### config.mk
export PLATFORM = sky130hd
export DESIGN_NAME = aihf_top
export DESIGN_NICKNAME = d
export VERILOG_FILES = /design/src/aihf_pkg.sv /design/src/aihf_buf.sv /design/src/aihf_mem.sv /design/src/aihf_top.sv
export VERILOG_INCLUDE_DIRS = /design/src
export SDC_FILE = /design/constraint.sdc
export NUM_CORES = 1
export LEC_CHECK = 0
export ABC_AREA = 1
export ABC_CLOCK_PERIOD_IN_PS = 14300
export BUFFER_PORTS_ARGS = -buffer_cell sky130_fd_sc_hd__buf_2
export CORE_UTILIZATION = 50
export CTS_CLUSTER_SIZE = 24
export DETAILED_ROUTE_END_ITERATION = 10
export PLACE_DENSITY = 0.67
export SYNTH_ARGS = -nofsm -noshare
export SYNTH_HDL_FRONTEND = slang
export SYNTH_HIERARCHICAL = 1
export SYNTH_SLANG_ARGS = --single-unit
### constraint.sdc
create_clock -name mclk_i -period 14.3 [get_ports mclk_i]
set_input_delay 0.715 -clock mclk_i [delete_from_list [all_inputs] [get_ports mclk_i]]
set_output_delay 0.715 -clock mclk_i [all_outputs]
set_load 0.02 [all_outputs]
### src/aihf_params.svh
// Constants for the analog input hold and format block.
// Assumes inclusion by every design file that needs a width, limit or code.
`ifndef AIHF_PARAMS_SVH
`define AIHF_PARAMS_SVH

// ----------------------------------------------------------------------
// Sizes
// ----------------------------------------------------------------------
`define AIHF_NCH 8
`define AIHF_CHW 3
`define AIHF_WW 16
`define AIHF_SELW 2
`define AIHF_BUF_DEPTH 2

// ----------------------------------------------------------------------
// Full-scale counts per resolution
// ----------------------------------------------------------------------
`define AIHF_MAX12 16'h0fff
`define AIHF_MAX14 16'h3fff
`define AIHF_MAX16 16'hffff

// ----------------------------------------------------------------------
// Right shift of the 16-bit converter code per resolution
// ----------------------------------------------------------------------
`define AIHF_SH12 4'h4
`define AIHF_SH14 4'h2
`define AIHF_SH16 4'h0

// ----------------------------------------------------------------------
// Packed BCD conversion of a 12-bit count
// ----------------------------------------------------------------------
`define AIHF_BCD_INW 12
`define AIHF_BCD_DIGITS 4
`define AIHF_BCD_DIGW 4
`define AIHF_BCD_ADJ_MIN 4'h5
`define AIHF_BCD_ADJ 4'h3

`endif

### src/aihf_pkg.sv
// Types for the analog input hold and format block.
// Assumes aihf_params.svh is compiled with it.
`default_nettype none
`include "aihf_params.svh"

package aihf_pkg;

	// ------------------------------------------------------------------
	// Hold selection codes, one pair per channel
	// ------------------------------------------------------------------
	typedef enum logic [1:0] {
		AIHF_HOLD_NONE  = 2'b00,
		AIHF_HOLD_MIN   = 2'b01,
		AIHF_HOLD_MAX   = 2'b10,
		AIHF_HOLD_RESET = 2'b11
	} aihf_hold_t;

	// ------------------------------------------------------------------
	// Resolution codes
	// ------------------------------------------------------------------
	typedef enum logic [1:0] {
		AIHF_RES_12 = 2'b00,
		AIHF_RES_14 = 2'b01,
		AIHF_RES_16 = 2'b10
	} aihf_res_t;

	// ------------------------------------------------------------------
	// State of the top module
	// ------------------------------------------------------------------
	typedef struct packed {
		logic s1_v;
		logic [`AIHF_CHW-1:0] s1_ch;
		logic [`AIHF_WW-1:0] s1_cnt;
		logic fwd_v;
		logic [`AIHF_WW-1:0] fwd_val;
		logic [`AIHF_NCH-1:0] armed;
		logic [`AIHF_NCH-1:0] seen;
		logic [`AIHF_NCH*`AIHF_SELW-1:0] prev_sel;
		logic span;
		logic bcd_err;
	} aihf_state_t;

	// ------------------------------------------------------------------
	// State of the held-value memory
	// ------------------------------------------------------------------
	typedef struct packed {
		logic [`AIHF_NCH-1:0][`AIHF_WW-1:0] words;
		logic [`AIHF_WW-1:0] rd;
	} aihf_mem_state_t;

endpackage
`default_nettype wire

### src/aihf_buf.sv
// Small FIFO with valid and ready on both sides.
// Assumes DEPTH is a power of two; the drain side may stall at will.
`timescale 1ns/1ps
`default_nettype none
`include "aihf_params.svh"

module aihf_buf #(
	parameter int WIDTH = 19,
	parameter int DEPTH = `AIHF_BUF_DEPTH
) (
	input wire logic mclk_i,
	input wire logic reset_i,
	input wire logic in_valid_i,
	output logic in_ready_o,
	input wire logic [WIDTH-1:0] in_data_i,
	output logic out_valid_o,
	input wire logic out_ready_i,
	output logic [WIDTH-1:0] out_data_o
);

	localparam int AW = (DEPTH > 1) ? $clog2(DEPTH) : 1;

	typedef struct packed {
		logic [DEPTH-1:0][WIDTH-1:0] slot;
		logic [AW-1:0] wr_ptr;
		logic [AW-1:0] rd_ptr;
		logic [AW:0] count;
	} aihf_buf_state_t;

	aihf_buf_state_t st_r;
	aihf_buf_state_t st_nxt;
	logic push;
	logic pop;

	always_comb begin
		st_nxt = st_r;
		in_ready_o = (st_r.count != DEPTH[AW:0]);
		out_valid_o = (st_r.count != '0);
		push = in_valid_i && in_ready_o;
		pop = out_valid_o && out_ready_i;
		if (push) begin
			st_nxt.slot[st_r.wr_ptr] = in_data_i;
			st_nxt.wr_ptr = st_r.wr_ptr + 1'b1;
		end
		if (pop) begin
			st_nxt.rd_ptr = st_r.rd_ptr + 1'b1;
		end
		if (push && !pop) begin
			st_nxt.count = st_r.count + 1'b1;
		end else if (pop && !push) begin
			st_nxt.count = st_r.count - 1'b1;
		end
	end

	always_ff @(posedge mclk_i or posedge reset_i) begin
		if (reset_i) begin
			st_r <= '0;
		end else begin
			st_r <= st_nxt;
		end
	end

	assign out_data_o = st_r.slot[st_r.rd_ptr];

endmodule // aihf_buf
`default_nettype wire

### src/aihf_mem.sv
// Held-value memory: one word per channel, registered read data.
// Assumes a single synchronous write port and one read port per cycle.
`timescale 1ns/1ps
`default_nettype none
`include "aihf_params.svh"

module aihf_mem
	import aihf_pkg::*;
(
	input wire logic mclk_i,
	input wire logic reset_i,
	input wire logic rd_en_i,
	input wire logic [`AIHF_CHW-1:0] rd_addr_i,
	output logic [`AIHF_WW-1:0] rd_data_o,
	input wire logic wr_en_i,
	input wire logic [`AIHF_CHW-1:0] wr_addr_i,
	input wire logic [`AIHF_WW-1:0] wr_data_i
);

	aihf_mem_state_t st_r;
	aihf_mem_state_t st_nxt;

	always_comb begin
		st_nxt = st_r;
		if (rd_en_i) begin
			st_nxt.rd = st_r.words[rd_addr_i];
		end
		if (wr_en_i) begin
			st_nxt.words[wr_addr_i] = wr_data_i;
		end
	end

	always_ff @(posedge mclk_i or posedge reset_i) begin
		if (reset_i) begin
			st_r <= '0;
		end else begin
			st_r <= st_nxt;
		end
	end

	assign rd_data_o = st_r.rd;

endmodule // aihf_mem
`default_nettype wire

### src/aihf_top.sv
// Digital back end of an eight-channel voltage input: scaling to count,
// per-channel track and hold, and formatting into one 16-bit data word.
// Assumes converter codes arrive as 16-bit full-scale values, synchronous
// to mclk_i, and that configuration inputs are quasi-static levels.
`timescale 1ns/1ps
`default_nettype none
`include "aihf_params.svh"

module aihf_top
	import aihf_pkg::*;
(
	input wire logic mclk_i,
	input wire logic reset_i,
	input wire logic sample_valid_i,
	output logic sample_ready_o,
	input wire logic [`AIHF_CHW-1:0] sample_chan_i,
	input wire logic [`AIHF_WW-1:0] sample_code_i,
	input wire logic [1:0] res_sel_i,
	input wire logic format_bcd_i,
	input wire logic input_span_select_i,
	input wire logic [`AIHF_NCH*`AIHF_SELW-1:0] hold_select_i,
	output logic front_span_o,
	output logic bcd_range_err_o,
	output logic out_valid_o,
	input wire logic out_ready_i,
	output logic [`AIHF_CHW-1:0] out_chan_o,
	output logic [`AIHF_WW-1:0] out_word_o
);

	localparam int BUF_W = `AIHF_CHW + `AIHF_WW;

	// ------------------------------------------------------------------
	// Helper functions
	// ------------------------------------------------------------------

	// Shift for the selected resolution; an unknown code acts as 16-bit
	function automatic logic [3:0] res_shift(input logic [1:0] res);
		logic [3:0] sh;
		sh = `AIHF_SH16;
		unique case (res)
			AIHF_RES_12: sh = `AIHF_SH12;
			AIHF_RES_14: sh = `AIHF_SH14;
			AIHF_RES_16: sh = `AIHF_SH16;
			default: sh = `AIHF_SH16;
		endcase
		return sh;
	endfunction

	// Largest count for the selected resolution
	function automatic logic [`AIHF_WW-1:0] res_max(input logic [1:0] res);
		logic [`AIHF_WW-1:0] m;
		m = `AIHF_MAX16;
		unique case (res)
			AIHF_RES_12: m = `AIHF_MAX12;
			AIHF_RES_14: m = `AIHF_MAX14;
			AIHF_RES_16: m = `AIHF_MAX16;
			default: m = `AIHF_MAX16;
		endcase
		return m;
	endfunction

	// Converter code to count; zero maps to 0, full scale to the maximum
	function automatic logic [`AIHF_WW-1:0] to_count(
		input logic [`AIHF_WW-1:0] code,
		input logic [1:0] res
	);
		logic [`AIHF_WW-1:0] c;
		c = (code >> res_shift(res)) & res_max(res);
		return c;
	endfunction

	// Selection pair of one channel from the selection word
	function automatic aihf_hold_t chan_sel(
		input logic [`AIHF_NCH*`AIHF_SELW-1:0] word,
		input logic [`AIHF_CHW-1:0] ch
	);
		logic hold_select_upper_bit;
		logic hold_select_lower_bit;
		hold_select_lower_bit = word[`AIHF_SELW*ch];
		hold_select_upper_bit = word[`AIHF_SELW*ch+1];
		return aihf_hold_t'({hold_select_upper_bit, hold_select_lower_bit});
	endfunction

	// Binary 12-bit count to four packed BCD digits
	function automatic logic [`AIHF_WW-1:0] to_bcd(input logic [`AIHF_BCD_INW-1:0] bin);
		logic [`AIHF_WW+`AIHF_BCD_INW-1:0] sh;
		sh = {{`AIHF_WW{1'b0}}, bin};
		for (int k = 0; k < `AIHF_BCD_INW; k++) begin
			for (int d = 0; d < `AIHF_BCD_DIGITS; d++) begin
				if (sh[`AIHF_BCD_INW+`AIHF_BCD_DIGW*d +: `AIHF_BCD_DIGW] >= `AIHF_BCD_ADJ_MIN) begin
					sh[`AIHF_BCD_INW+`AIHF_BCD_DIGW*d +: `AIHF_BCD_DIGW] =
						sh[`AIHF_BCD_INW+`AIHF_BCD_DIGW*d +: `AIHF_BCD_DIGW] + `AIHF_BCD_ADJ;
				end
			end
			sh = sh << 1;
		end
		return sh[`AIHF_WW+`AIHF_BCD_INW-1:`AIHF_BCD_INW];
	endfunction

	// ------------------------------------------------------------------
	// State and wiring
	// ------------------------------------------------------------------
	aihf_state_t st_r;
	aihf_state_t st_nxt;

	logic [`AIHF_WW-1:0] mem_rd_data;
	logic mem_rd_en;
	logic mem_wr_en;
	logic [`AIHF_WW-1:0] new_val;
	logic [`AIHF_WW-1:0] old_val;
	logic [`AIHF_WW-1:0] word_val;
	logic push;
	logic done;
	logic accept;
	logic buf_in_ready;
	logic [BUF_W-1:0] buf_out_data;
	aihf_hold_t cur_sel;

	// ------------------------------------------------------------------
	// Held values per channel
	// ------------------------------------------------------------------
	aihf_mem u_mem (
		.mclk_i(mclk_i),
		.reset_i(reset_i),
		.rd_en_i(mem_rd_en),
		.rd_addr_i(sample_chan_i),
		.rd_data_o(mem_rd_data),
		.wr_en_i(mem_wr_en),
		.wr_addr_i(st_r.s1_ch),
		.wr_data_i(new_val)
	);

	// ------------------------------------------------------------------
	// Sample path, hold decision and arming
	// ------------------------------------------------------------------
	always_comb begin
		st_nxt = st_r;
		cur_sel = chan_sel(hold_select_i, st_r.s1_ch);
		old_val = st_r.fwd_v ? st_r.fwd_val : mem_rd_data;
		new_val = st_r.s1_cnt;
		unique case (cur_sel)
			AIHF_HOLD_NONE: new_val = st_r.s1_cnt;
			AIHF_HOLD_RESET: new_val = st_r.s1_cnt;
			AIHF_HOLD_MIN: begin
				if (st_r.armed[st_r.s1_ch] || (st_r.s1_cnt < old_val)) begin
					new_val = st_r.s1_cnt;
				end else begin
					new_val = old_val;
				end
			end
			AIHF_HOLD_MAX: begin
				if (st_r.armed[st_r.s1_ch] || (st_r.s1_cnt > old_val)) begin
					new_val = st_r.s1_cnt;
				end else begin
					new_val = old_val;
				end
			end
		endcase

		// A word leaves only when the stored value changes or is first written
		push = st_r.s1_v && (!st_r.seen[st_r.s1_ch] || (new_val != old_val));
		done = st_r.s1_v && (!push || buf_in_ready);
		mem_wr_en = done;
		sample_ready_o = !st_r.s1_v || done;
		accept = sample_valid_i && sample_ready_o;
		mem_rd_en = accept;

		if (format_bcd_i && (res_sel_i == AIHF_RES_12)) begin
			word_val = to_bcd(new_val[`AIHF_BCD_INW-1:0]);
		end else begin
			word_val = new_val;
		end

		// Retire the sample in the second stage
		if (done) begin
			st_nxt.seen[st_r.s1_ch] = 1'b1;
			st_nxt.armed[st_r.s1_ch] = 1'b0;
			st_nxt.s1_v = 1'b0;
			st_nxt.fwd_v = 1'b0;
		end

		// Take a new sample; forward a same-channel write that lands now
		if (accept) begin
			st_nxt.s1_v = 1'b1;
			st_nxt.s1_ch = sample_chan_i;
			st_nxt.s1_cnt = to_count(sample_code_i, res_sel_i);
			st_nxt.fwd_v = done && (st_r.s1_ch == sample_chan_i);
			st_nxt.fwd_val = new_val;
		end

		// Arming wins over the clear above: a fresh capture follows any
		// change of selection and any time spent in no hold or reset
		for (int i = 0; i < `AIHF_NCH; i++) begin
			if ((chan_sel(hold_select_i, i[`AIHF_CHW-1:0]) !=
				chan_sel(st_r.prev_sel, i[`AIHF_CHW-1:0])) ||
				(chan_sel(hold_select_i, i[`AIHF_CHW-1:0]) == AIHF_HOLD_RESET) ||
				(chan_sel(hold_select_i, i[`AIHF_CHW-1:0]) == AIHF_HOLD_NONE)) begin
				st_nxt.armed[i] = 1'b1;
			end
		end
		st_nxt.prev_sel = hold_select_i;

		st_nxt.span = input_span_select_i;
		st_nxt.bcd_err = format_bcd_i && (res_sel_i != AIHF_RES_12);
	end

	// ------------------------------------------------------------------
	// State register
	// ------------------------------------------------------------------
	always_ff @(posedge mclk_i or posedge reset_i) begin
		if (reset_i) begin
			st_r <= '0;
			st_r.armed <= '1;
		end else begin
			st_r <= st_nxt;
		end
	end

	// ------------------------------------------------------------------
	// Output buffer toward the host
	// ------------------------------------------------------------------
	aihf_buf #(
		.WIDTH(BUF_W),
		.DEPTH(`AIHF_BUF_DEPTH)
	) u_buf (
		.mclk_i(mclk_i),
		.reset_i(reset_i),
		.in_valid_i(push),
		.in_ready_o(buf_in_ready),
		.in_data_i({st_r.s1_ch, word_val}),
		.out_valid_o(out_valid_o),
		.out_ready_i(out_ready_i),
		.out_data_o(buf_out_data)
	);

	assign out_chan_o = buf_out_data[BUF_W-1:`AIHF_WW];
	assign out_word_o = buf_out_data[`AIHF_WW-1:0];
	assign front_span_o = st_r.span;
	assign bcd_range_err_o = st_r.bcd_err;

endmodule // aihf_top
`default_nettype wire

# Yosys cells after proc, flatten, opt, wreduce, memory -nomap -nowiden
# Cells that the tools add are included.
[totals] register_bits=257 in_bits=43 out_inout_bits=23 word_cells=334
[classes] addsub=45 magnitude_cmp=50 eq_ne=23 shifts=1 n_mux=119 n_bitwise=4 n_reduce_logical=61
[op_table] op="$mux W4" n=60
[op_table] op="$ge A4 B3 Y1 const B" n=39
[op_table] op="$bwmux W128" n=1
[op_table] op="$mux W16" n=8
[op_table] op="$add A4 B2 Y4 const B" n=30
[op_table] op="$mux W19" n=3
[op_table] op="$mux W3" n=18
[op_table] op="$bmux W16 S3" n=1
[op_table] op="$demux W16 S3" n=1
[op_table] op="$pmux W16 S3" n=1
[op_table] op="$bwmux W38" n=1
[op_table] op="$mux W37" n=1
[op_table] op="$pmux W16 S2" n=1
[op_table] op="$add A3 B2 Y3 const B" n=9
[op_table] op="$reduce_bool A2 Y1" n=12
[op_table] op="$logic_or A1 B1 Y1" n=21
[op_table] op="$eq A2 B2 Y1 const B" n=10
[op_table] op="$logic_not A2 Y1" n=10
[op_table] op="$demux W19 S1" n=1
[op_table] op="$and A16 B16 Y16" n=1
[op_table] op="$gt A16 B16 Y1" n=1
[op_table] op="$lt A16 B16 Y1" n=1
[op_table] op="$ne A16 B16 Y1" n=1
[op_table] op="$ne A2 B2 Y1" n=8
[op_table] op="28 further kinds" n=63

# Logic depth before layout (Yosys ltp)
# Gate-level depths: netlist of run 1.
[depth] word_depth=40 depth_mapped=85 ltp_nobuf=83

# Cells and area by module
# Netlist of run 1, hierarchy kept.
[modules_own_cells] module="aihf_mem" n_inst=1 cells_each=888 area_each_um2=6810.3 seq_area_each_um2=3603.5
[modules_own_cells] module="aihf_top" n_inst=1 cells_each=985 area_each_um2=6467.5 seq_area_each_um2=1786.7
[modules_own_cells] module="aihf_buf" n_inst=1 cells_each=260 area_each_um2=2054.5 seq_area_each_um2=1051.0

# Worst setup path before layout of run 1
# OpenSTA, ideal clock, no wires.
[synth_path] kind="register -> register" startpoint="register, netlist name st_r[67]" endpoint="register u_buf/st_r[33] in the netlist's numbering" setup_ns=0.117 t_arrival_ns=8.531 required_time_ns=14.183 slack_ns=5.652 path_stages_with_launch=71 n_path_buf=3 period_less_slack_ns=8.648 cell_sequence="dfrtp_1 buf_6 buf_6 inv_1 nor3_1 a22o_1 a221oi_1 nand4_1 ha_1 inv_1 clkbuf_1 nor2_1 nor2_2 inv_2 ha_1 nand2_1 nand3_2 nand2_1 [... 35 more ...] inv_1 xor2_1 inv_1 ha_1 nor2_1 inv_1 nand2_1 inv_1 nand2_1 inv_1 o21ai_1 nand2_2 nand2_1 nand2_1 a21oi_1 nor2_1 nand4_1 nand2_1"
[synth_lines] item="end signal: assignment" line_no="aihf_buf.sv:59" text="st_r <= st_nxt;"
[synth_lines] item="end: declaration" line_no="aihf_buf.sv:30" text="aihf_buf_state_t st_r;"

==> reports/qor.yml, run 1 <==
post-route-min-period_ns: 10.71
timing.fmax_ghz: 0.0933
skew_ns: 0.0167
crit_top_cell: "nand2_1"
cp_max_fo: 29
grt-ovfl-total: 0
arrival_ns: 11.22
cts_made_buffers: 30
multi_input_comb_area_mm2: 0.00722
cp_slowest_cell: "dfrtp_1"
die_h_um: 177
hp-start: "input_span_select_i"
post_cts_buffers: 0
final.period_utilization: 0.749
synthToLayoutAreaGrowth_pct: 8.65
cp-end-kind: "register"
status: "completed"
whs_ns: 0.247
ys_seq_area_frac: 0.420
die_w_um: 177
cts_sinks: 257
core-area_mm2: 0.0299
r2r_cells: 69
synthArstFlopShare: 1.00
critPathLaunchType: "register"
ff_latch_area_mm2: 0.00644
cts_max_level: 1
synth_edf_count: 0
max_stage_delay_ns: 0.86
dieArea_mm2: 0.0314
syn_nets: 2211
ys_types: 52
clock_path_buffers: 3
worst_hold_path_type: "in -> reg"
syn_avg_cell_area_um2: 7.19
finalMaxSlewViolations: 0
drt_first_pass_iters: 6
crit_type: "reg -> reg"
fillCellCount: 2850
grt_start_max_net_pins: 78
finalHoldViolations: 0
hpwl_um: 27700
grt_pass1_vias: 13000
r2r-start: "st_r[67]$_DFFE_PP0P_"
viasPerCell: 5.48
reg2reg_slack_ns: 3.59
globalplace.congestion: 0.926
wl_per_cell_um: 16.2
fin_tns_setup_ns: 0
nNetsFinal: 2216
synth_seq_cells: 257
worstMarginPinSlew_ns: 1.13
maxCapViolCount: 0
drt_wl_total_um: 41300
clockRootBuffer: "clkbuf_16"
synth_warnings: 6
io_buffer_count: 65
track_usage: 0.270
io_pins: 66
setup_viol: 0
drc: 0
hold_depth: 1
rows: 63
yosys_most_used_dff: "dfrtp_1"
drive_gt1_frac: 0.112
drtAntennaViolNets: 0
timing.rr.end: "u_buf/st_r[32]$_DFFE_PP0P_"
netlist_instances: 2133
clk_pin_slew_ns: 0.06
num_vias: 14000
relSlewSlack: 0.244
holdPathEnd: "front_span_o$_DFF_PP0_"
antenna_found_initial: 0
clock_latency_ns: 0.57
rsz0062_at_grt: "false"
hold_buffers: 0
ctsResizeCount: 0
num_antenna_cells: 0
cts_tree: "done"
first_iter_violations: 1179
start_util: 0.513
synth_area_mm2: 0.0153
grt_pass1_wl_um: 67400
crit_required_ns: 14.81
[layout by cell type, fill, tap and decap left out, types with 3 or more instances in the layout]
master     count
o211ai_1      17
clkinv_1       5
o221ai_1       5
a22oi_1        3
nor3_1         8
buf_4         22
clkbuf_16     30
mux2i_1        3
nand3_1      175
or2_2         17
o21ai_1       30
o21ai_0      212
ha_1          35
dfstp_2        8
a22o_1         3
nor2_1        45
clkbuf_1      14
clkbuf_8       4
nand2_1      719
dfrtp_1      249
xor2_1         6
o21ai_2        4
o22ai_1       28
a221oi_1       5
nand3_2       10
o31ai_1        3
inv_2         23
a21oi_1       34
nand4_1       48
nor4_1         3
inv_1        250
nand2_4        5
buf_2         65
nand2_2       38
o21bai_1       4
a31oi_1        3
[registers in the layout (all words and copies together), names as in the netlist]
register         cells
u_mem/st_r         128
st_r                69
u_buf/st_r          42
u_mem/rd_data_o     16
bcd_range_err_o      1
front_span_o         1
[synthesized netlist by cell type (6+ instances only)]
master,count,share of area
ha_1,35,0.029
nand3_2,10,0.0065
inv_1,253,0.062
a21oi_1,34,0.011
o211ai_1,17,0.0083
dfrtp_1,249,0.41
dfstp_2,8,0.014
nand4_1,48,0.020
nor3_1,8,0.0026
nand3_1,175,0.057
or2_2,17,0.0069
o22ai_1,28,0.011
clkbuf_1,26,0.0064
xor2_1,6,0.0034
nand2_2,38,0.016
buf_4,22,0.011
inv_2,22,0.0054
buf_2,53,0.017
o21ai_1,30,0.0098
o21ai_0,212,0.069
nand2_1,719,0.18
nor2_1,45,0.011
[worst max-delay path: cells and delay by family, from the launching register on]
| kind | cells | cell delay (ns) |
|---|---|---|
| compound gates | 6 | 1.09 |
| simple gates | 37 | 4.47 |
| buf+inv | 15 | 1.82 |
| xor+xnor | 2 | 0.47 |
| fa+ha+maj | 9 | 1.88 |
| flops | 1 | 0.86 |
[metal layers]
layer	GRT usage	up-vias	wire length [um]
met3	0.0376	66	2680
met5	0	-	0
li1	-	6871	-
met2	0.444	439	19400
met1	0.369	6601	18200
met4	0.0787	0	1020
[cells by family after synthesis]
kind of cell | synth area share
mux | 0.00196
compound gates | 0.129
fa+ha+maj | 0.0286
buf+inv | 0.109
xor+xnor | 0.00457
flops | 0.420
simple gates | 0.307
[layout make-up]
type	count	area share
clock buffers	48	0.0515
clock inverters	8	0.00616
inverters	280	0.0635
multi-input cells	1482	0.433
flip-flops and latches	257	0.387
well taps	390	0.0293
repair buffers	87	0.0294
[through the flow]
stage | util | cell area [um2] | setup WS [ns] | instances
floorplan | - | 15300 | 5.65 | 2133
global placement | 0.525 | 15700 | 4.31 | 2496
detailed placement | 0.525 | 15700 | 3.75 | 2496
CTS | 0.558 | 16700 | 3.72 | 2552
global route | 0.558 | 16700 | 2.52 | 2552
finish | 0.558 | 16700 | 3.59 | 2552
[how the worst max path moves through the flow]
stage | start | to | cells past startpoint
after floorplan | st_r[67]$_DFFE_PP0P_ | u_buf/st_r[33]$_DFFE_PP0P_ | 70
after global placement | st_r[67]$_DFFE_PP0P_ | u_buf/st_r[13]$_DFFE_PP0P_ | 69
after detailed placement | st_r[67]$_DFFE_PP0P_ | u_buf/st_r[32]$_DFFE_PP0P_ | 69
after CTS | st_r[67]$_DFFE_PP0P_ | u_buf/st_r[32]$_DFFE_PP0P_ | 69
after global routing | st_r[67]$_DFFE_PP0P_ | u_buf/st_r[32]$_DFFE_PP0P_ | 69
final | st_r[67]$_DFFE_PP0P_ | u_buf/st_r[32]$_DFFE_PP0P_ | 69
Power of run 1 is left out: the tool's default activity adds up to more than one toggle a clock period on the data nets, which glitch-free logic cannot reach.
==> run 2: changes to the inputs <==
--- a/config.mk
+++ b/config.mk
@@ -7,12 +7,12 @@
 export NUM_CORES = 1
 export LEC_CHECK = 0
 export ABC_AREA = 1
-export ABC_CLOCK_PERIOD_IN_PS = 14300
+export ABC_CLOCK_PERIOD_IN_PS = 9600
 export BUFFER_PORTS_ARGS = -buffer_cell sky130_fd_sc_hd__buf_2
 export CORE_UTILIZATION = 50
 export CTS_CLUSTER_SIZE = 24
 export DETAILED_ROUTE_END_ITERATION = 10
-export PLACE_DENSITY = 0.67
+export PLACE_DENSITY = 0.69
 export SYNTH_ARGS = -nofsm -noshare
 export SYNTH_HDL_FRONTEND = slang
 export SYNTH_HIERARCHICAL = 1
==> constraint.sdc (replaced) <==
create_clock -name mclk_i -period 9.6 [get_ports mclk_i]
set_input_delay 0.48 -clock mclk_i [delete_from_list [all_inputs] [get_ports mclk_i]]
set_output_delay 0.48 -clock mclk_i [all_outputs]
set_load 0.02 [all_outputs]
==> run 2 against run 1 <==
Cell area is 2.6% higher. Non-clock buffer count increased by 14. Clock skew up 0.0089 ns. Critical path depth up 5. Hold slack worse by 0.22 ns. Flip-flop and latch count unchanged. First-iteration DRC count up 9.8%. Final cell count is 0.47% higher. Register-to-register slack worse by 3.0 ns. Worst setup slack worse by 3.0 ns. Critical path type unchanged. Highest routed layer unchanged.
==> reports/qor.yml, run 2 (synthesis results as in run 1) <==
drt_wl_total_um: 42500  # was 41300 um
globalplace.congestion: 0.916  # was 0.926
clock_path_buffers: 3  # unchanged
dieArea_mm2: 0.0314  # unchanged
hp-start: "input_span_select_i"  # unchanged
status: "completed"  # unchanged
io_buffer_count: 65  # unchanged
num_antenna_cells: 0  # unchanged
die_w_um: 177  # unchanged
io_pins: 66  # unchanged
track_usage: 0.271  # was 0.270
cp_slowest_cell: "dfrtp_2"  # was dfrtp_1
cts_sinks: 257  # unchanged
worstMarginPinSlew_ns: 1.21  # was 1.13 ns
relSlewSlack: 0.194  # was 0.244
crit_type: "reg -> reg"  # unchanged
clockRootBuffer: "clkbuf_16"  # unchanged
core-area_mm2: 0.0299  # unchanged
setup_viol: 0  # unchanged
hold_buffers: 0  # unchanged
die_h_um: 177  # unchanged
worst_slack_ns: 0.557  # was 3.59 ns
finalHoldViolations: 0  # unchanged
drt_first_pass_iters: 5  # was 6
skew_ns: 0.0256  # was 0.0167 ns
cts_max_level: 1  # unchanged
regMostFlops: "u_mem/st_r"  # unchanged
largest_reg_flops: 128  # unchanged
wl_per_cell_um: 16.6  # was 16.2 um
grt_pass1_wl_um: 67600  # was 67400 um
reg2reg_slack_ns: 0.56  # was 3.59 ns
start_util: 0.513  # unchanged
hold_depth: 1  # unchanged
hpwl_um: 28100  # was 27700 um
pre_cts_ws_ns: -0.0854  # was 3.75 ns
antenna_found_initial: 0  # unchanged
mostFrequentLayoutCells: "711 x nand2_1, 249 x inv_1, 246 x dfrtp_1, 202 x o21ai_0, 174 x nand3_1"  # was 719 x nand2_1, 250 x inv_1, 249 x dfrtp_1, 212 x o21ai_0, 175 x nand3_1
grt_start_max_net_pins: 78  # unchanged
final.period_utilization: 0.942  # was 0.749
viasPerCell: 5.50  # was 5.48
worst_hold_path_type: "in -> reg"  # unchanged
cts_made_buffers: 29  # was 30
crit_required_ns: 10.03  # was 14.81 ns
cp_max_fo: 7  # was 29
nNetsFinal: 2231  # was 2216
arrival_ns: 9.47  # was 11.22 ns
fin_tns_setup_ns: 0  # unchanged
largestRegisters: "u_mem/st_r x128, st_r x69, u_buf/st_r x42"  # unchanged
finalMaxSlewViolations: 0  # unchanged
post-route-min-period_ns: 9.04  # was 10.71 ns
cts_tree: "done"  # unchanged
num_vias: 14100  # was 14000
drive_gt1_frac: 0.145  # was 0.112
r2r_cells: 74  # was 69
timing.rr.end: "u_buf/st_r[14]$_DFFE_PP0P_"  # was u_buf/st_r[32]$_DFFE_PP0P_
grt-ovfl-total: 0  # unchanged
max_stage_delay_ns: 0.49  # was 0.86 ns
final_common_cell: "nand2_1"  # unchanged
whs_ns: 0.0265  # was 0.247 ns
cp-end-kind: "register"  # unchanged
grt_pass1_vias: 13000  # about the same
drtAntennaViolNets: 0  # unchanged
timing.fmax_ghz: 0.111  # was 0.0933 GHz
synthToLayoutAreaGrowth_pct: 11.4  # was 8.65%
rows: 63  # unchanged
drc: 0  # unchanged
clk_pin_slew_ns: 0.06  # about the same
r2r-start: "st_r[50]$_DFFE_PP0P_"  # was st_r[67]$_DFFE_PP0P_
holdPathEnd: "front_span_o$_DFF_PP0_"  # unchanged
critPathLaunchType: "register"  # unchanged
first_iter_violations: 1295  # was 1179
clock_latency_ns: 0.56  # was 0.57 ns
maxCapViolCount: 0  # unchanged
run 2: changes by cell type in the layout (fill, tap and decap cells not counted), sizes merged:
cell	change
buf	+13
clkbuf	-7
clkinv	+6
clkinvlp	-2
inv	+1
nand2	+1
run 2: stage by stage:
step | util | cells | area, um2
floorplan | - | 2133 | 15300
detailed placement | 0.526 | 2500 | 15700
global placement | 0.526 | 2500 | 15700
CTS | 0.557 | 2552 | 16700
finish | 0.572 | 2564 | 17100
global route | 0.572 | 2564 | 17100
run 2: worst max-delay path, delay by kind of cell (launching register included):
| family | cells | cell delay, ns |
|---|---|---|
| AND/OR/NAND/NOR | 42 | 4.37 |
| adder cells (fa/ha/maj) | 9 | 1.66 |
| buffers and inverters | 15 | 1.13 |
| AO/OA/AOI/OAI | 6 | 0.87 |
| flip-flops | 1 | 0.49 |
| XOR/XNOR | 2 | 0.39 |
run 2: final cells by class:
cell class	count	area, um2
fill	2845	12800
multi-input combinational	1483	7510
sequential	257	6450
inverter	280	1070
clock buffer	40	827
timing repair buffer	101	637
tap	390	488
clock inverter	12	96.3
timing repair inverter	1	6.26
run 2: timing repair:
| action | in CTS | in global routing |
|---|---|---|
| endpoints found under the setup margin | 8 | 18 |
| hold endpoints to repair | 0 | 0 |
| pin swaps | 0 | 17 |
| resized for setup | 3 | 87 |
| gates cloned | 0 | 3 |
| buffers inserted | 0 | 9 |
run 2: routing by layer:
layer / vias to the layer above / routed length, um / track usage
met5: - / 0 / 0
met3: 87 / 2410 / 0.0339
met1: 6676 / 19100 / 0.374
met2: 444 / 19800 / 0.442
li1: 6898 / - / -
met4: 0 / 1160 / 0.0891
run 2: how the worst max path moves through the flow:
stage	end	slack [ns]	start
final	u_buf/st_r[14]$_DFFE_PP0P_	0.56	st_r[50]$_DFFE_PP0P_
after detailed placement	u_buf/st_r[13]$_DFFE_PP0P_	-0.09	st_r[69]$_DFFE_PP0P_
after floorplan	u_buf/st_r[33]$_DFFE_PP0P_	0.95	st_r[67]$_DFFE_PP0P_
after global routing	u_buf/st_r[14]$_DFFE_PP0P_	-0.13	st_r[50]$_DFFE_PP0P_
after CTS	u_buf/st_r[13]$_DFFE_PP0P_	0.04	st_r[50]$_DFFE_PP0P_
after global placement	u_buf/st_r[13]$_DFFE_PP0P_	0.32	st_r[69]$_DFFE_PP0P_
Power of run 2 is left out for the same reason.
==> run 3: changes to the inputs <==
--- a/config.mk
+++ b/config.mk
@@ -6,7 +6,7 @@
 export SDC_FILE = /design/constraint.sdc
 export NUM_CORES = 1
 export LEC_CHECK = 0
-export ABC_AREA = 1
+export ABC_AREA = 0
 export ABC_CLOCK_PERIOD_IN_PS = 9600
 export BUFFER_PORTS_ARGS = -buffer_cell sky130_fd_sc_hd__buf_2
 export CORE_UTILIZATION = 50
==> run 3 against run 2 <==
Hold slack improved by 0.0061 ns. Maximum frequency fell by 2.5%. Critical path type unchanged. Wire length fell by 3.1%. Critical path depth fell by 26. Area after synthesis rose by 3.5%. Critical endpoint is now u_buf/st_r[9]$_DFFE_PP0P_. Clock skew fell by 0.0093 ns. Sequential share of layout area fell by 2.3 points. Clock-buffer cell count rose by 1. Synthesized cell count fell by 29%. Die area rose by 3.5%. Utilization rose by 1.6 points. Register-to-register slack got worse by 0.23 ns.
==> reports/qor.yml, run 3 <==
synth_edf_count: 0  # unchanged
synthArstFlopShare: 1.00  # unchanged
instances_no_fill: 2016  # was 2564
synth_warnings: 6  # unchanged
rows: 64  # was 63
final.period_utilization: 0.966  # was 0.942
drt_first_pass_iters: 6  # was 5
arrival_ns: 9.70  # was 9.47 ns
path_depth: 48  # was 74
drive_gt1_frac: 0.327  # was 0.145
worstMarginPinSlew_ns: 1.15  # was 1.21 ns
largest_reg_flops: 128  # unchanged
clk_pin_slew_ns: 0.06  # about the same
maxCapViolCount: 0  # unchanged
start_util: 0.513  # about the same
final_common_cell: "dfrtp_1"  # was nand2_1
grt_pass1_wl_um: 64500  # was 67600 um
crit_buf_inv: 10  # was 15
met3_usage: 0.0289  # was 0.0339
yosysTopAreaCellShare: 0.393  # was 0.406
synthToLayoutAreaGrowth_pct: 14.5  # was 11.4%
antenna_found_initial: 0  # unchanged
ff_latch_area_mm2: 0.00644  # was 0.00645 mm2
synth_seq_cells: 257  # unchanged
critPathCapture: "u_buf/st_r[9]$_DFFE_PP0P_"  # was u_buf/st_r[14]$_DFFE_PP0P_
core-area_mm2: 0.0309  # was 0.0299 mm2
grt-ovfl-total: 0  # unchanged
crit_top_cell: "inv_1"
status: "completed"  # unchanged
hpwl_um: 28000  # was 28100 um
dieArea_mm2: 0.0325  # was 0.0314 mm2
yosysMostFrequentCell: "dfrtp_1"  # was nand2_1
timing.rr.end: "u_buf/st_r[9]$_DFFE_PP0P_"  # was u_buf/st_r[14]$_DFFE_PP0P_
crit_required_ns: 10.02  # was 10.03 ns
hold_buffers: 0  # unchanged
finalMaxSlewViolations: 0  # unchanged
setup_viol: 0  # unchanged
nNetsFinal: 1678  # was 2231
syn_nets: 1588  # was 2211
ys_seq_area_frac: 0.406  # was 0.420
dp_cells: 1937  # was 2500
clockRootBuffer: "clkbuf_16"  # unchanged
reg2reg_slack_ns: 0.33  # was 0.56 ns
timing.fmax_ghz: 0.108  # was 0.111 GHz
viasPerCell: 6.14  # was 5.50
io_pins: 66  # unchanged
cts_max_level: 1  # unchanged
relSlewSlack: 0.235  # was 0.194
cp_max_fo: 7  # unchanged
grt_start_max_net_pins: 78  # unchanged
synth_top_area_cell: "dfrtp_1"  # unchanged
worst_hold_path_type: "in -> reg"  # unchanged
fillCellCount: 2559  # was 2845
cp-startpoint: "st_r[50]$_DFFE_PP0P_"  # unchanged
num_antenna_cells: 0  # unchanged
cts_sinks: 257  # unchanged
drtAntennaViolNets: 0  # unchanged
drc: 0  # unchanged
worst_slack_ns: 0.329  # was 0.557 ns
crit_type: "reg -> reg"  # unchanged
finalHoldViolations: 0  # unchanged
r2r_cells: 48  # was 74
die_w_um: 180  # was 177 um
regMostFlops: "u_mem/st_r"  # unchanged
num_vias: 12400  # was 14100
track_usage: 0.246  # was 0.271
largestRegisters: "u_mem/st_r x128, st_r x69, u_buf/st_r x42"  # unchanged
cts_tree: "done"  # unchanged
critPathLaunchType: "register"  # unchanged
post-route-min-period_ns: 9.27  # was 9.04 ns
yosys_most_used_dff: "dfrtp_1"  # unchanged
max_stage_delay_ns: 0.44  # was 0.49 ns
netlist_instances: 1510  # was 2133
crit_family: "compound AO/OA/AOI/OAI gates"  # was simple AND/OR/NAND/NOR gates
wl_per_cell_um: 20.4  # was 16.6 um
whs_ns: 0.0326  # was 0.0265 ns
globalplace.congestion: 0.949  # was 0.916
grt_pass1_vias: 11800  # was 13000
clock_latency_ns: 0.55  # was 0.56 ns
cp_slowest_cell: "dfrtp_2"  # unchanged
r2r-start: "st_r[50]$_DFFE_PP0P_"  # unchanged
ys_types: 97  # was 52
io_buffer_count: 65  # unchanged
first_iter_violations: 1061  # was 1295
syn_avg_cell_area_um2: 10.5  # was 7.19 um2
clock_path_buffers: 3  # unchanged
synth_commonest_cells: "249 x dfrtp_1, 178 x mux2_2, 118 x nand2_1"  # was 719 x nand2_1, 253 x inv_1, 249 x dfrtp_1
fin_tns_setup_ns: 0  # unchanged
cts_made_buffers: 27  # was 29
drt_wl_total_um: 41100  # was 42500 um
multi_input_comb_area_mm2: 0.00904  # was 0.00751 mm2
top_usage_layer: "met2"  # unchanged
skew_ns: 0.0164  # was 0.0256 ns
cp-end-kind: "register"  # unchanged
pre_cts_ws_ns: -0.269  # was -0.0854 ns
use_met1: 0.352  # was 0.374
grt_use_met2: 0.391  # was 0.442
die_h_um: 180  # was 177 um
synth_area_mm2: 0.0159  # was 0.0153 mm2
mostFrequentLayoutCells: "248 x dfrtp_1, 174 x mux2_2, 114 x nand2_1, 104 x buf_4, 82 x mux2i_1"  # was 711 x nand2_1, 249 x inv_1, 246 x dfrtp_1, 202 x o21ai_0, 174 x nand3_1
synthTopCellsByArea: "dfrtp_1 39%, mux2_2 13%, mux2i_1 5.4%"  # was dfrtp_1 41%, nand2_1 18%, o21ai_0 6.9%
==> run 3: cell count changes in the layout (fill, tap and decap cells not counted), sizes merged, moves of 37 or more <==
cell   before  now
nand2     763  118
inv       277   52
mux2        0  202
o21ai     246   74
nand3     186   29
mux2i       3   87
buf       100  169
nor2b       0   42
nand4      48   11
==> run 3: metal layers <==
layer | routed length [um] | vias up
li1 | - | 5743
met1 | 18900 | 6163
met2 | 18800 | 382
met3 | 2200 | 86
met4 | 1270 | 0
met5 | 0 | -
==> run 3: cell type report <==
type | count | area share
Tap cell | 396 | 0.0273
Inverter | 53 | 0.0114
Multi-Input combinational cell | 1091 | 0.497
Clock inverter | 8 | 0.00475
Sequential cell | 257 | 0.355
Timing Repair Buffer | 170 | 0.0631
Clock buffer | 41 | 0.0417
==> run 3: logic make-up (layout without fill, tap and decap cells) <==
| kind of cell | after synthesis | after routing | share of synthesized area |
|---|---|---|---|
| adders and majority gates | 35 | 35 | 0.0276 |
| muxes | 295 | 295 | 0.212 |
| and+or+nand+nor | 373 | 373 | 0.123 |
| xor gates and xnor gates | 39 | 39 | 0.0229 |
| buffers and inverters | 162 | 272 | 0.0522 |
| AOI/OAI and AO/OA | 349 | 349 | 0.156 |
| DFF | 257 | 257 | 0.406 |
==> run 3: worst reg2reg max path, delay by kind of cell, from the launching register on <==
family                   cells  cell delay, ns
adder cells (fa/ha/maj)      6            1.43
XOR/XNOR                     3            0.58
buffers and inverters       10            1.08
multiplexers                 4            1.18
AND/OR/NAND/NOR             11            1.74
flip-flops                   1            0.44
AO/OA/AOI/OAI               14            2.70
==> run 3: worst min path at each step <==
| stage | slack (ns) | endpoint | depth (start not counted) | startpoint |
|---|---|---|---|---|
| 3_3_place_gp | 0.45 | st_r[22]$_DFFE_PP0P_ | 1 | st_r[22]$_DFFE_PP0P_ |
| 3_5_place_dp | 0.45 | st_r[19]$_DFFE_PP0P_ | 1 | st_r[19]$_DFFE_PP0P_ |
| 5_1_grt | 0.03 | front_span_o$_DFF_PP0_ | 1 | input_span_select_i |
| 6_report | 0.03 | front_span_o$_DFF_PP0_ | 1 | input_span_select_i |
| 2_1_floorplan | 0.43 | st_r[19]$_DFFE_PP0P_ | 1 | st_r[19]$_DFFE_PP0P_ |
| 4_1_cts | 0.01 | front_span_o$_DFF_PP0_ | 1 | input_span_select_i |
==> run 3: timing repair <==
| item | CTS | global route |
|---|---|---|
| endpoints found under the setup margin | 16 | 20 |
| pin swaps | 4 | 35 |
| cloned | 0 | 1 |
| buffers inserted | 5 | 24 |
| resized for setup | 8 | 74 |
==> run 3: metrics by stage <==
stage | instance area (um2) | utilization
final | 18200 | 0.588
after global routing | 18200 | 0.588
after CTS | 17600 | 0.570
after detailed placement | 16700 | 0.541
after global placement | 16700 | 0.541
after floorplan | 15900 | -
Power of run 3 is left out for the same reason.
